--- src/rtl/sfs_pkg.sv ---
// constants, register map and fault codes of the servo fault supervisor
package sfs_pkg;
  localparam int SFS_CLK_MHZ = 125;
  localparam logic [3:0] SFS_ADDR_STATUS = 4'h0;
  localparam logic [3:0] SFS_ADDR_MASK = 4'h1;
  localparam logic [3:0] SFS_ADDR_CODE = 4'h2;
  localparam logic [3:0] SFS_ADDR_SYNC_PER = 4'h3;
  localparam logic [3:0] SFS_ADDR_STALL_THR = 4'h4;
  localparam logic [3:0] SFS_ADDR_STALL_DUR = 4'h5;
  localparam logic [3:0] SFS_ADDR_BRAKE = 4'h6;
  localparam logic [3:0] SFS_ADDR_CTRL = 4'h7;
  localparam logic [3:0] SFS_ADDR_FAULTS = 4'h8;
  localparam int SFS_NF = 9;
  localparam int SFS_F_SYNC = 0;
  localparam int SFS_F_STALL = 1;
  localparam int SFS_F_BRAKE = 2;
  localparam int SFS_F_FWD = 3;
  localparam int SFS_F_REV = 4;
  localparam int SFS_F_ORIGIN = 5;
  localparam int SFS_F_BUSST = 6;
  localparam int SFS_F_MODE = 7;
  localparam int SFS_F_TURN = 8;
  localparam int SFS_F_BATT = 9;
  localparam int SFS_NFALL = 10;
  localparam logic [11:0] SFS_CODE_NONE = 12'h000;
  localparam logic [11:0] SFS_CODE_SYNC = 12'h217;
  localparam logic [11:0] SFS_CODE_STALL = 12'h219;
  localparam logic [11:0] SFS_CODE_BRAKE = 12'h220;
  localparam logic [11:0] SFS_CODE_FWD = 12'h221;
  localparam logic [11:0] SFS_CODE_REV = 12'h222;
  localparam logic [11:0] SFS_CODE_ORIGIN = 12'h223;
  localparam logic [11:0] SFS_CODE_BUSST = 12'h224;
  localparam logic [11:0] SFS_CODE_MODE = 12'h225;
  localparam logic [11:0] SFS_CODE_TURN = 12'h226;
  localparam logic [11:0] SFS_CODE_BATT = 12'h227;
  // one microsecond tick drives the sync and stall timers
  localparam logic [7:0] SFS_TICK_US_CYC = 8'(SFS_CLK_MHZ - 1);
  localparam logic [31:0] SFS_SYNC_PER_RST = 32'h0000_03E8;
  localparam logic [15:0] SFS_STALL_THR_RST = 16'h0064;
  localparam logic [31:0] SFS_STALL_DUR_RST = 32'h0000_C350;
  localparam logic [7:0] SFS_HEAT_COEF_RST = 8'h32;
  localparam logic [15:0] SFS_BRAKE_PWR_RST = 16'h0064;
  localparam logic [31:0] SFS_HEAT_LIMIT = 32'h00FF_FFFF;
  localparam logic [15:0] SFS_ZERO_SPEED = 16'h000A;
  localparam logic [7:0] SFS_MODES_OK = 8'h7F;
  localparam logic [7:0] SFS_DI_NONE = 8'h00;
  localparam logic [1:0] SFS_HM_NONE = 2'h0;
  localparam logic [1:0] SFS_HM_FWD = 2'h1;
  localparam logic [1:0] SFS_HM_REV = 2'h2;
  localparam logic [1:0] SFS_HM_BOTH = 2'h3;
endpackage

--- src/rtl/sfs_brake_heat.sv ---
// thermal model of the braking resistor: energy in while braking, coefficient out
`timescale 1ns/100ps
module sfs_brake_heat
  import sfs_pkg::*;
(
  input wire logic clk,
  input wire logic rst,
  input wire logic tick_us,
  input wire logic braking,
  input wire logic [15:0] brake_power,
  input wire logic [7:0] heat_coef,
  output logic overload
);
  typedef struct packed {
    logic [31:0] heat;
    logic ovl;
  } sfs_heat_t;
  sfs_heat_t q_reg, q_next;
  logic [31:0] gain;
  always_comb begin
    q_next = q_reg;
    gain = braking ? {16'h0, brake_power} : 32'h0;
    if (tick_us) begin
      // saturating on the way down keeps a cool resistor at zero
      if (q_reg.heat + gain > {24'h0, heat_coef}) begin
        q_next.heat = q_reg.heat + gain - {24'h0, heat_coef};
      end else begin
        q_next.heat = '0;
      end
      if (q_next.heat > SFS_HEAT_LIMIT) begin
        q_next.ovl = 1'b1;
        q_next.heat = SFS_HEAT_LIMIT;
      end else begin
        q_next.ovl = 1'b0;
      end
    end
  end
  always_ff @(posedge clk or posedge rst) begin
    if (rst) begin
      q_reg <= '0;
    end else begin
      q_reg <= q_next;
    end
  end
  assign overload = q_reg.ovl;
endmodule

--- src/rtl/sfs_supervisor.sv ---
// servo fault supervisor: fault detection, latching, code report and interrupt
//
// The address-and-strobe port and the address map were decided locally.
`timescale 1ns/100ps
// How it works
// sync timeout fault when no sync pulse arrives within the set period
// stall fault when current above threshold at near-zero speed for stall duration
// brake resistor overload when braking energy outruns modelled heat removal
// software sets heat coefficient, normally 50, and resistor values to match
// forward-limit-unassigned fault when homing needs it and no input mapped
// reverse-limit-unassigned fault when homing needs it and no input mapped
// origin-not-found fault when homing search ends without seeing origin switch
// bus state change to pre-operational during enabling raises bus-state fault
// unsupported operating mode requested by master raises mode fault
// multi-turn overflow in absolute mode raises turn-overflow fault
// battery-loss fault at first power-up after the encoder battery died
// battery fault clears on the next reset once the battery is back
// faults latch, code readable, cleared by reset unless another rule clears
module sfs_supervisor
  import sfs_pkg::*;
(
  input wire logic clk,
  input wire logic rst,
  input wire logic [3:0] addr,
  input wire logic [31:0] wdata,
  input wire logic wr_en,
  input wire logic rd_en,
  output logic [31:0] rdata,
  input wire logic sync_pulse,
  input wire logic sync_active,
  input wire logic [15:0] drive_current_percent,
  input wire logic [15:0] speed_abs,
  input wire logic braking,
  input wire logic [7:0] forward_limit_input_function,
  input wire logic [7:0] reverse_limit_input_function,
  input wire logic homing_start,
  input wire logic homing_search_done,
  input wire logic origin_switch,
  input wire logic drive_enabling,
  input wire logic bus_to_preop,
  input wire logic mode_req,
  input wire logic [2:0] mode_sel,
  input wire logic enc_absolute,
  input wire logic turn_overflow,
  input wire logic batt_lost,
  output logic [SFS_NFALL-1:0] fault_active,
  output logic irq
);
  typedef enum logic [2:0] {
    SFS_H_IDLE = 3'b001,
    SFS_H_SEARCH = 3'b010,
    SFS_H_FOUND = 3'b100
  } sfs_hstate_t;

  typedef struct packed {
    logic [7:0] tick_cnt;
    logic tick;
    sfs_hstate_t hstate;
    logic [SFS_NFALL-1:0] latch;
    logic [SFS_NFALL-1:0] status;
    logic [SFS_NFALL-1:0] mask;
    logic [31:0] sync_per;
    logic [15:0] stall_thr;
    logic [31:0] stall_dur;
    logic [15:0] brake_pwr;
    logic [7:0] heat_coef;
    logic [1:0] home_need;
    logic batt_seen;
    logic batt_caught;
    logic [31:0] rdata;
    logic irq;
  } sfs_state_t;

  sfs_state_t s_reg, s_next;
  logic sync_exp;
  logic stall_exp;
  logic brake_ovl;
  logic stall_cond;
  logic [SFS_NFALL-1:0] event_v;
  logic [11:0] code;

  assign stall_cond = (drive_current_percent > s_reg.stall_thr) &&
                      (speed_abs <= SFS_ZERO_SPEED);

  // the timer restarts on each pulse, so only a missing pulse lets it expire
  sfs_timer u_sync_tmr (
    .clk(clk),
    .rst(rst),
    .tick_us(s_reg.tick),
    .run(sync_active && !sync_pulse),
    .limit(s_reg.sync_per),
    .expired(sync_exp)
  );

  sfs_timer u_stall_tmr (
    .clk(clk),
    .rst(rst),
    .tick_us(s_reg.tick),
    .run(stall_cond),
    .limit(s_reg.stall_dur),
    .expired(stall_exp)
  );

  sfs_brake_heat u_heat (
    .clk(clk),
    .rst(rst),
    .tick_us(s_reg.tick),
    .braking(braking),
    .brake_power(s_reg.brake_pwr),
    .heat_coef(s_reg.heat_coef),
    .overload(brake_ovl)
  );

  always_comb begin
    event_v = '0;
    event_v[SFS_F_SYNC] = sync_exp;
    event_v[SFS_F_STALL] = stall_exp;
    event_v[SFS_F_BRAKE] = brake_ovl;
    event_v[SFS_F_FWD] = homing_start && s_reg.home_need[0] &&
                         (forward_limit_input_function == SFS_DI_NONE);
    event_v[SFS_F_REV] = homing_start && s_reg.home_need[1] &&
                         (reverse_limit_input_function == SFS_DI_NONE);
    event_v[SFS_F_ORIGIN] = (s_reg.hstate == SFS_H_SEARCH) && homing_search_done &&
                            !origin_switch;
    event_v[SFS_F_BUSST] = drive_enabling && bus_to_preop;
    event_v[SFS_F_MODE] = mode_req && !SFS_MODES_OK[mode_sel];
    event_v[SFS_F_TURN] = enc_absolute && turn_overflow;
    // battery loss is only reported from the value caught after reset
    event_v[SFS_F_BATT] = s_reg.batt_caught && s_reg.batt_seen;
  end

  // lowest code wins when several faults stand
  always_comb begin
    code = SFS_CODE_NONE;
    if (s_reg.latch[SFS_F_SYNC]) begin
      code = SFS_CODE_SYNC;
    end else if (s_reg.latch[SFS_F_STALL]) begin
      code = SFS_CODE_STALL;
    end else if (s_reg.latch[SFS_F_BRAKE]) begin
      code = SFS_CODE_BRAKE;
    end else if (s_reg.latch[SFS_F_FWD]) begin
      code = SFS_CODE_FWD;
    end else if (s_reg.latch[SFS_F_REV]) begin
      code = SFS_CODE_REV;
    end else if (s_reg.latch[SFS_F_ORIGIN]) begin
      code = SFS_CODE_ORIGIN;
    end else if (s_reg.latch[SFS_F_BUSST]) begin
      code = SFS_CODE_BUSST;
    end else if (s_reg.latch[SFS_F_MODE]) begin
      code = SFS_CODE_MODE;
    end else if (s_reg.latch[SFS_F_TURN]) begin
      code = SFS_CODE_TURN;
    end else if (s_reg.latch[SFS_F_BATT]) begin
      code = SFS_CODE_BATT;
    end
  end

  always_comb begin
    s_next = s_reg;
    // microsecond tick
    if (s_reg.tick_cnt == SFS_TICK_US_CYC) begin
      s_next.tick_cnt = '0;
      s_next.tick = 1'b1;
    end else begin
      s_next.tick_cnt = s_reg.tick_cnt + 8'h1;
      s_next.tick = 1'b0;
    end
    // battery state is caught once, on the first cycle after reset release
    if (!s_reg.batt_caught) begin
      s_next.batt_caught = 1'b1;
      s_next.batt_seen = batt_lost;
    end
    unique case (s_reg.hstate)
      SFS_H_IDLE: begin
        if (homing_start) begin
          s_next.hstate = SFS_H_SEARCH;
        end
      end
      SFS_H_SEARCH: begin
        if (origin_switch) begin
          s_next.hstate = SFS_H_FOUND;
        end else if (homing_search_done) begin
          s_next.hstate = SFS_H_IDLE;
        end
      end
      SFS_H_FOUND: begin
        if (homing_search_done) begin
          s_next.hstate = SFS_H_IDLE;
        end
      end
      default: begin
        s_next.hstate = SFS_H_IDLE;
      end
    endcase
    s_next.latch = s_reg.latch | event_v;
    s_next.rdata = '0;
    if (rd_en) begin
      unique case (addr)
        SFS_ADDR_STATUS: s_next.rdata = 32'(s_reg.status);
        SFS_ADDR_MASK: s_next.rdata = 32'(s_reg.mask);
        SFS_ADDR_CODE: s_next.rdata = 32'(code);
        SFS_ADDR_SYNC_PER: s_next.rdata = s_reg.sync_per;
        SFS_ADDR_STALL_THR: s_next.rdata = 32'(s_reg.stall_thr);
        SFS_ADDR_STALL_DUR: s_next.rdata = s_reg.stall_dur;
        SFS_ADDR_BRAKE: s_next.rdata = {8'h0, s_reg.heat_coef, s_reg.brake_pwr};
        SFS_ADDR_CTRL: s_next.rdata = 32'(s_reg.home_need);
        SFS_ADDR_FAULTS: s_next.rdata = 32'(s_reg.latch);
        default: s_next.rdata = '0;
      endcase
    end
    // status read clears; a new event in the same cycle survives
    if (rd_en && addr == SFS_ADDR_STATUS) begin
      s_next.status = event_v & ~s_reg.latch;
    end else begin
      s_next.status = s_reg.status | (event_v & ~s_reg.latch);
    end
    if (wr_en) begin
      unique case (addr)
        SFS_ADDR_MASK: s_next.mask = wdata[SFS_NFALL-1:0];
        SFS_ADDR_SYNC_PER: s_next.sync_per = wdata;
        SFS_ADDR_STALL_THR: s_next.stall_thr = wdata[15:0];
        SFS_ADDR_STALL_DUR: s_next.stall_dur = wdata;
        SFS_ADDR_BRAKE: begin
          s_next.brake_pwr = wdata[15:0];
          s_next.heat_coef = wdata[23:16];
        end
        SFS_ADDR_CTRL: s_next.home_need = wdata[1:0];
        default: begin
        end
      endcase
    end
    s_next.irq = |(s_next.status & s_next.mask);
  end

  always_ff @(posedge clk or posedge rst) begin
    if (rst) begin
      s_reg <= '0;
      s_reg.hstate <= SFS_H_IDLE;
      s_reg.sync_per <= SFS_SYNC_PER_RST;
      s_reg.stall_thr <= SFS_STALL_THR_RST;
      s_reg.stall_dur <= SFS_STALL_DUR_RST;
      s_reg.brake_pwr <= SFS_BRAKE_PWR_RST;
      s_reg.heat_coef <= SFS_HEAT_COEF_RST;
      s_reg.home_need <= SFS_HM_NONE;
    end else begin
      s_reg <= s_next;
    end
  end

  assign rdata = s_reg.rdata;
  assign fault_active = s_reg.latch;
  assign irq = s_reg.irq;
endmodule

--- src/rtl/sfs_timer.sv ---
// microsecond timer that flags once a running condition outlasts a limit
`timescale 1ns/100ps
module sfs_timer
  import sfs_pkg::*;
(
  input wire logic clk,
  input wire logic rst,
  input wire logic tick_us,
  input wire logic run,
  input wire logic [31:0] limit,
  output logic expired
);
  typedef struct packed {
    logic [31:0] cnt;
    logic exp;
  } sfs_tmr_t;
  sfs_tmr_t q_reg, q_next;
  always_comb begin
    q_next = q_reg;
    if (!run) begin
      q_next.cnt = '0;
      q_next.exp = 1'b0;
    end else if (tick_us && !q_reg.exp) begin
      q_next.cnt = q_reg.cnt + 32'h1;
      q_next.exp = (q_reg.cnt + 32'h1) >= limit;
    end
  end
  always_ff @(posedge clk or posedge rst) begin
    if (rst) begin
      q_reg <= '0;
    end else begin
      q_reg <= q_next;
    end
  end
  assign expired = q_reg.exp;
endmodule

--- config.mk ---
export PLATFORM = sky130hd
export DESIGN_NAME = sfs_supervisor
export DESIGN_NICKNAME = d
export VERILOG_FILES = /design/src/rtl/sfs_pkg.sv /design/src/rtl/sfs_brake_heat.sv /design/src/rtl/sfs_supervisor.sv /design/src/rtl/sfs_timer.sv
export SDC_FILE = /design/constraint.sdc
export NUM_CORES = 1
export LEC_CHECK = 0
export ABC_CLOCK_PERIOD_IN_PS = 30100
export BUFFER_PORTS_ARGS = -buffer_cell sky130_fd_sc_hd__buf_4
export CORE_ASPECT_RATIO = 1.2
export CORE_MARGIN = 2
export CORE_UTILIZATION = 60
export DETAILED_ROUTE_END_ITERATION = 10
export PLACE_DENSITY = 0.8
export RECOVER_POWER = 100
export SYNTH_ARGS = -nofsm -noshare
export SYNTH_HDL_FRONTEND = slang
export SYNTH_SLANG_ARGS = --single-unit
--- constraint.sdc ---
create_clock -name clk -period 30.1 [get_ports clk]
set_input_delay 6.02 -clock clk [delete_from_list [all_inputs] [get_ports clk]]
set_output_delay 6.02 -clock clk [all_outputs]
set_load 0.02 [all_outputs]
# Word-level counts from Yosys, hierarchy flattened
# Memory sizes are Yosys's and may differ from the RTL's.
# Cells that the tools add are included.
[totals] ff_bits=282 mem_bits_ro=8 input_bits=103 out_inout_bits=43 elab_cells=119 n_memories=1
[mem_list] name="(no name shown)" depth=8 word_bits=1 read_ports=1 rd_clocked_by_memory_dff=0 write_ports=0 line="sfs_supervisor.sv:126" source="event_v[SFS_F_MODE] = mode_req && !SFS_MODES_OK[mode_sel];"
[classes] add_sub_neg=5 magnitude_cmp=7 eq_ne=15 n_mux=35 bitwise=5 reduce_logical=29
[ops] operator="32-bit one-hot mux with 9 select lines" n=1
[ops] operator="32-bit two-way mux" n=6
[ops] operator="33-bit two-way mux" n=4
[ops] operator="10-bit two-way mux" n=12
[ops] operator="116-bit two-way mux" n=1
[ops] operator="32-bit by 1-bit adder with 32-bit output, second input constant" n=2
[ops] operator="32-bit greater-or-equal comparator" n=2
[ops] operator="32-bit adder" n=1
[ops] operator="32-bit by 24-bit greater-than comparator with 1-bit output, second input constant" n=1
[ops] operator="32-bit by 8-bit greater-than comparator with 1-bit output" n=1
[ops] operator="16-bit two-way mux" n=2
[ops] operator="32-bit by 8-bit subtractor with 32-bit output" n=1
[ops] operator="24-bit two-way mux" n=1
[ops] operator="10-bit AND" n=2
[ops] operator="10-bit OR" n=2
[ops] operator="4-bit by 3-bit == test with 1-bit output, second input constant" n=4
[ops] operator="16-bit greater-than comparator" n=1
[ops] operator="16-bit by 4-bit <= comparator with 1-bit output, second input constant" n=1
[ops] operator="8-bit zero test" n=2
[ops] operator="1-bit logical AND" n=15
[ops] operator="10-bit inverter" n=1
[ops] operator="2-bit AND reduction" n=5
[ops] operator="10-bit OR reduction" n=1
[ops] operator="3-bit two-way mux" n=3
[ops] operator="other kinds (16)" n=24

# Logic depth before layout (Yosys ltp)
[depth] depth_word=12 mapped_depth=22 depth_no_buf=20

# Hierarchy
# A second synthesis with hierarchy kept.
[unflattened] hier_cells=1908 area_unflattened_um2=18317.6
[by_module_without_submodules] module="sfs_supervisor" n_inst=1 cells_each=703 area_each_um2=8453.1 seq_area_each_um2=4606.9
[by_module_without_submodules] module="sfs_timer" n_inst=2 cells_each=355 area_each_um2=2930.3 seq_area_each_um2=825.8
[by_module_without_submodules] module="sfs_brake_heat" n_inst=1 cells_each=495 area_each_um2=4003.8 seq_area_each_um2=825.8

# Least setup slack after synthesis
# No wires, ideal clock.
[synth_timing] path_kind="in2reg" from="in braking" to="reg u_heat.q_reg[18] in the netlist's numbering" setup_ns=0.132 t_arrival_ns=10.527 required_ns=29.968 path_slack_ns=19.442 cell_stages=22 path_buffers=2 path_cell_list="clkbuf_1 and2_1 ha_1 inv_1 fa_1 nand2b_1 a211oi_1 nor2_1 xnor2_1 ha_1 or4_1 o21ai_0 a21oi_1 or2_4 nor4b_4 or3b_1 a211o_1 a21oi_2 nand4_4 buf_6 nor3b_2 o2bb2ai_1"
[synth_between] elab_chain_len=7 elab_cells_between_ends=8 cone_classes="add/sub: 2; order compare: 2; mux: 4"
[synth_rtl] item="start, declared" line="sfs_supervisor.sv:33" source="input wire logic braking,"
[synth_rtl] item="16-bit two-way mux (*)" line="sfs_brake_heat.sv:22" source="gain = braking ? {16'h0, brake_power} : 32'h0;"
[synth_rtl] item="32-bit adder (*)" line="sfs_brake_heat.sv:25, sfs_brake_heat.sv:26"
[synth_rtl] item="32-bit by 8-bit subtractor with 32-bit output / 32-bit by 8-bit greater-than comparator with 1-bit output (equally long branches)" line="sfs_brake_heat.sv:26, sfs_brake_heat.sv:25"
[synth_rtl] item="32-bit two-way mux (*)" line="sfs_brake_heat.sv:25" source="if (q_reg.heat + gain > {24'h0, heat_coef}) begin"
[synth_rtl] item="32-bit two-way mux (*)" line="sfs_brake_heat.sv:23" source="if (tick_us) begin"
[synth_rtl] item="32-bit by 24-bit greater-than comparator with 1-bit output" line="sfs_brake_heat.sv:30" source="if (q_next.heat > SFS_HEAT_LIMIT) begin"
[synth_rtl] item="32-bit two-way mux (*)" line="sfs_brake_heat.sv:30"
[synth_rtl] item="end signal, assigned" line="sfs_brake_heat.sv:42" source="q_reg <= q_next;"
[synth_rtl] item="end, declared" line="sfs_brake_heat.sv:18" source="sfs_heat_t q_reg, q_next;"
# Mark *: on every way between the ends. The rest lies on a longest branch, timed or not. The select of a mux whose other input is x is not followed.
# A chain may end at the register's enable or synchronous reset.

==> summary.md <==
| Metric | Value |
|---|---|
| Internal power | 0.759 mW |
| WP data required | 29.90 ns |
| Slew Viols, Final | around 470 |
| FFs w/ async S/R, synth | 1.00 |
| Failing checks | max-capacitance violations, max-slew violations |
| VDD IR-drop max | 0.0510 mV |
| Synth Register Bits | 282 |
| Sw power | 0.317 mW |
| Post-synthesis sequential area ratio | 0.411 |
| Clock buffer count from CTS | 30 |
| Chip Width | about 160 um |
| Placed cells | approximately 2,200 |
| Syn Inst Count | 1,783 |
| Post-Syn Area per Cell | 9.66 um2 |
| Final Skew | 0.0246 ns |
| Endpoints failing hold | 0 |
| Cell Pwr Density | between 50 and 60 nW/um2 |
| M2 GR Usage | 0.551 |
| Gr busiest metal | met2 |
| Vias in the first global route | ~14,000 |
| CP startpoint kind | primary input |
| Core area | 28,100 um2 |
| Synth unique cells | 76 |
| Unrepaired setup endpoints after global routing | no |
| Post-place instance area | 18,400 um2 |
| Initial antenna violation count | 1 |
| Setup Fix Bufs, Post-CTS | 0 |
| YS warnings | 0 |
| GR Util All Layers | 0.312 |
| Max-capacitance violation count | 9 |
| Worst skew pair latency | 0.57 ns |
| CP Capture Type | asynchronous set/reset pin |
| Antenna diodes | 0 |
| Antenna-violating nets left | 0 |
| Outcome | finished, violations left |
| Final core occ | 0.682 |
| Post-synth EDFFs | 0 |
| Most used DFF post-synth | dfrtp_1 |
| Switching fraction of total power | 0.295 |
| DP HPWL | 34,700 um |
| Finished Layout Cells | 2,275 |
| Largest net degree at the start of global routing | 147 |
| Chip height | about 190 um |
| First-pass GRT wire length | 75,300 um |
| Mapped Area | between 15,000 and 20,000 um2 |
| Drt via density | 6.15 |
| Post-cts resize count | 0 |
| Combinational power share | 0.199 |
| Number of flip-flops in the largest register | 140 |
| First-pass DRT Iterations | 6 |
| Design Power | approximately 1.1 mW |
| Setup violations, final | 0 |
| Area Overhead vs Synth | 11.2% |
| Cts hold-fix bufs | 0 |
| Initial Utilization | 0.614 |
| # rows | 67 |
| NumNets Final | 2,085 |
| Final WL | 46,800 um |
| Crit-path max FO | 146 |
| Grt total ovfl | 0 |
| Placer Congestion | ~0.98 |
| Slew at the pin closest to its max-slew limit | 6.27 ns |
| Reg2Reg Depth | 19 |
| Setup TNS | 0 ns |
| Reg power frac | 0.439 |
| F_max | ~0.078 GHz |
| Hold Path Depth | 1 |
| Clock sink count | 282 |
| Clk network pwr share | 0.362 |
| Leak | roughly 9 nW |
| Met1 Use GR | 0.378 |
| Clk root buf | clkbuf_16 |
| CTS Buffer Depth | 3 |
| Synth Net Count | 1,996 |
| DIE AREA | 30,100 um2 |
| Routed wire per std cell | 20.6 um |
| Rel. slew slack | -3.18 |
| Final instance area | 19,200 um2 |
| Worst hold path class | flop to flop |
| IO buf count | between 100 and 150 |
| CTS clk-pin slew, worst paths | approximately 0.060 ns |
| TritonCTS clock tree | done |
| Fin crit share | 0.425 |
| Place WS | 18.65 ns |
| Total vias in the final route | 14,000 |
| Worst Setup Path Type | primary input to asynchronous set/reset pin |
| Initial DRC Count | 1,347 |
| GR met3 Demand/Resource | 0.0449 |
| Layout cells sized above 1 | 0.157 |
| Number of remaining DRC errors | 0 |
| Worst Path Arrival | 12.58 ns |
| Minimum clock period | 12.78 ns |
| Worst hold slack | ~0.47 ns |
| # IOs | approximately 150 |
| H-tree levels | 1 |
| Final WS setup | 17.32 ns |
final cells by class:
cell class	instances	area (um2)
clock buffer	47	886
fill	2189	8920
clock inverter	9	154
tap	379	474
multi-input combinational	1286	9170
sequential	282	7080
timing repair buffer	160	980
inverter	112	422
layout by cell type (no fill, tap or decap), drive strengths merged, types with 13 or more instances in the layout:
master	netlist	routed
dfrtp	260	260
nor2	181	181
mux2	116	116
clkbuf	50	115
nand2	113	113
inv	112	112
ha	108	108
xor2	93	93
buf	53	92
a21oi	76	76
xnor2	71	71
o21ai	65	65
nand3	55	55
a22oi	38	38
nand4	36	36
nor3	35	35
nand2b	29	29
a21o	28	28
and3	25	25
nor2b	24	24
dfstp	22	22
and2	20	20
o2bb2ai	19	19
a222oi	17	17
nor4	15	15
or3	13	13
a211oi	13	13
power by group through the flow:
stage / clock (mW) / sequential [mW] / combinational, mW
2_1_floorplan: 0 / 0.458 / 0.155
3_3_place_gp: 0 / 0.475 / 0.208
3_5_place_dp: 0 / 0.477 / 0.216
4_1_cts: 0.394 / 0.471 / 0.218
5_1_grt: 0.409 / 0.477 / 0.238
6_report: 0.389 / 0.473 / 0.215
layer usage:
layer | up-vias | routed length [um]
met5 | - | 0
met2 | 557 | 23200
met4 | 0 | 2330
met1 | 6855 | 18400
li1 | 6419 | -
met3 | 166 | 2870
synthesized netlist by cell type (all sizes together) (50+ instances only):
master | number | share of area
a21oi | 76 | 0.022
buf | 53 | 0.021
clkbuf | 50 | 0.011
dfrtp | 260 | 0.38
ha | 108 | 0.078
inv | 112 | 0.024
mux2 | 116 | 0.076
nand2 | 113 | 0.025
nand3 | 55 | 0.016
nor2 | 181 | 0.039
o21ai | 65 | 0.019
xnor2 | 71 | 0.036
xor2 | 93 | 0.047
worst paths after layout:
| kind | start | slack, ns | endpoint |
|---|---|---|---|
| worst max-delay path | rst | 17.32 | u_stall_tmr.q_reg[27] |
| min in group asynchronous | rst | 7.37 | u_heat.q_reg[14] |
| max in group clk | braking | 18.02 | u_heat.q_reg[12] |
| worst min register to register | s_reg[33] | 0.47 | s_reg[34] |
| worst min-delay path | s_reg[33] | 0.47 | s_reg[34] |
| worst max register to register | s_reg[45] | 23.43 | u_heat.q_reg[12] |
worst max-delay path, stage by stage:
cell,delay [ns]
clkbuf_4,0.11
clkinvlp_2,3.41
clkbuf_1,2.82
cell families after synthesis:
logic type,count (synthesis),synth area share
AOI/OAI and AO/OA,316,0.124
xor gates and xnor gates,164,0.0834
adders and majority gates,110,0.0807
buffers and inverters,215,0.0566
DFF,282,0.411
muxes,120,0.0781
other,1,0.000218
and+or+nand+nor,575,0.166
No activity file was read; power rests on OpenSTA's default activity.
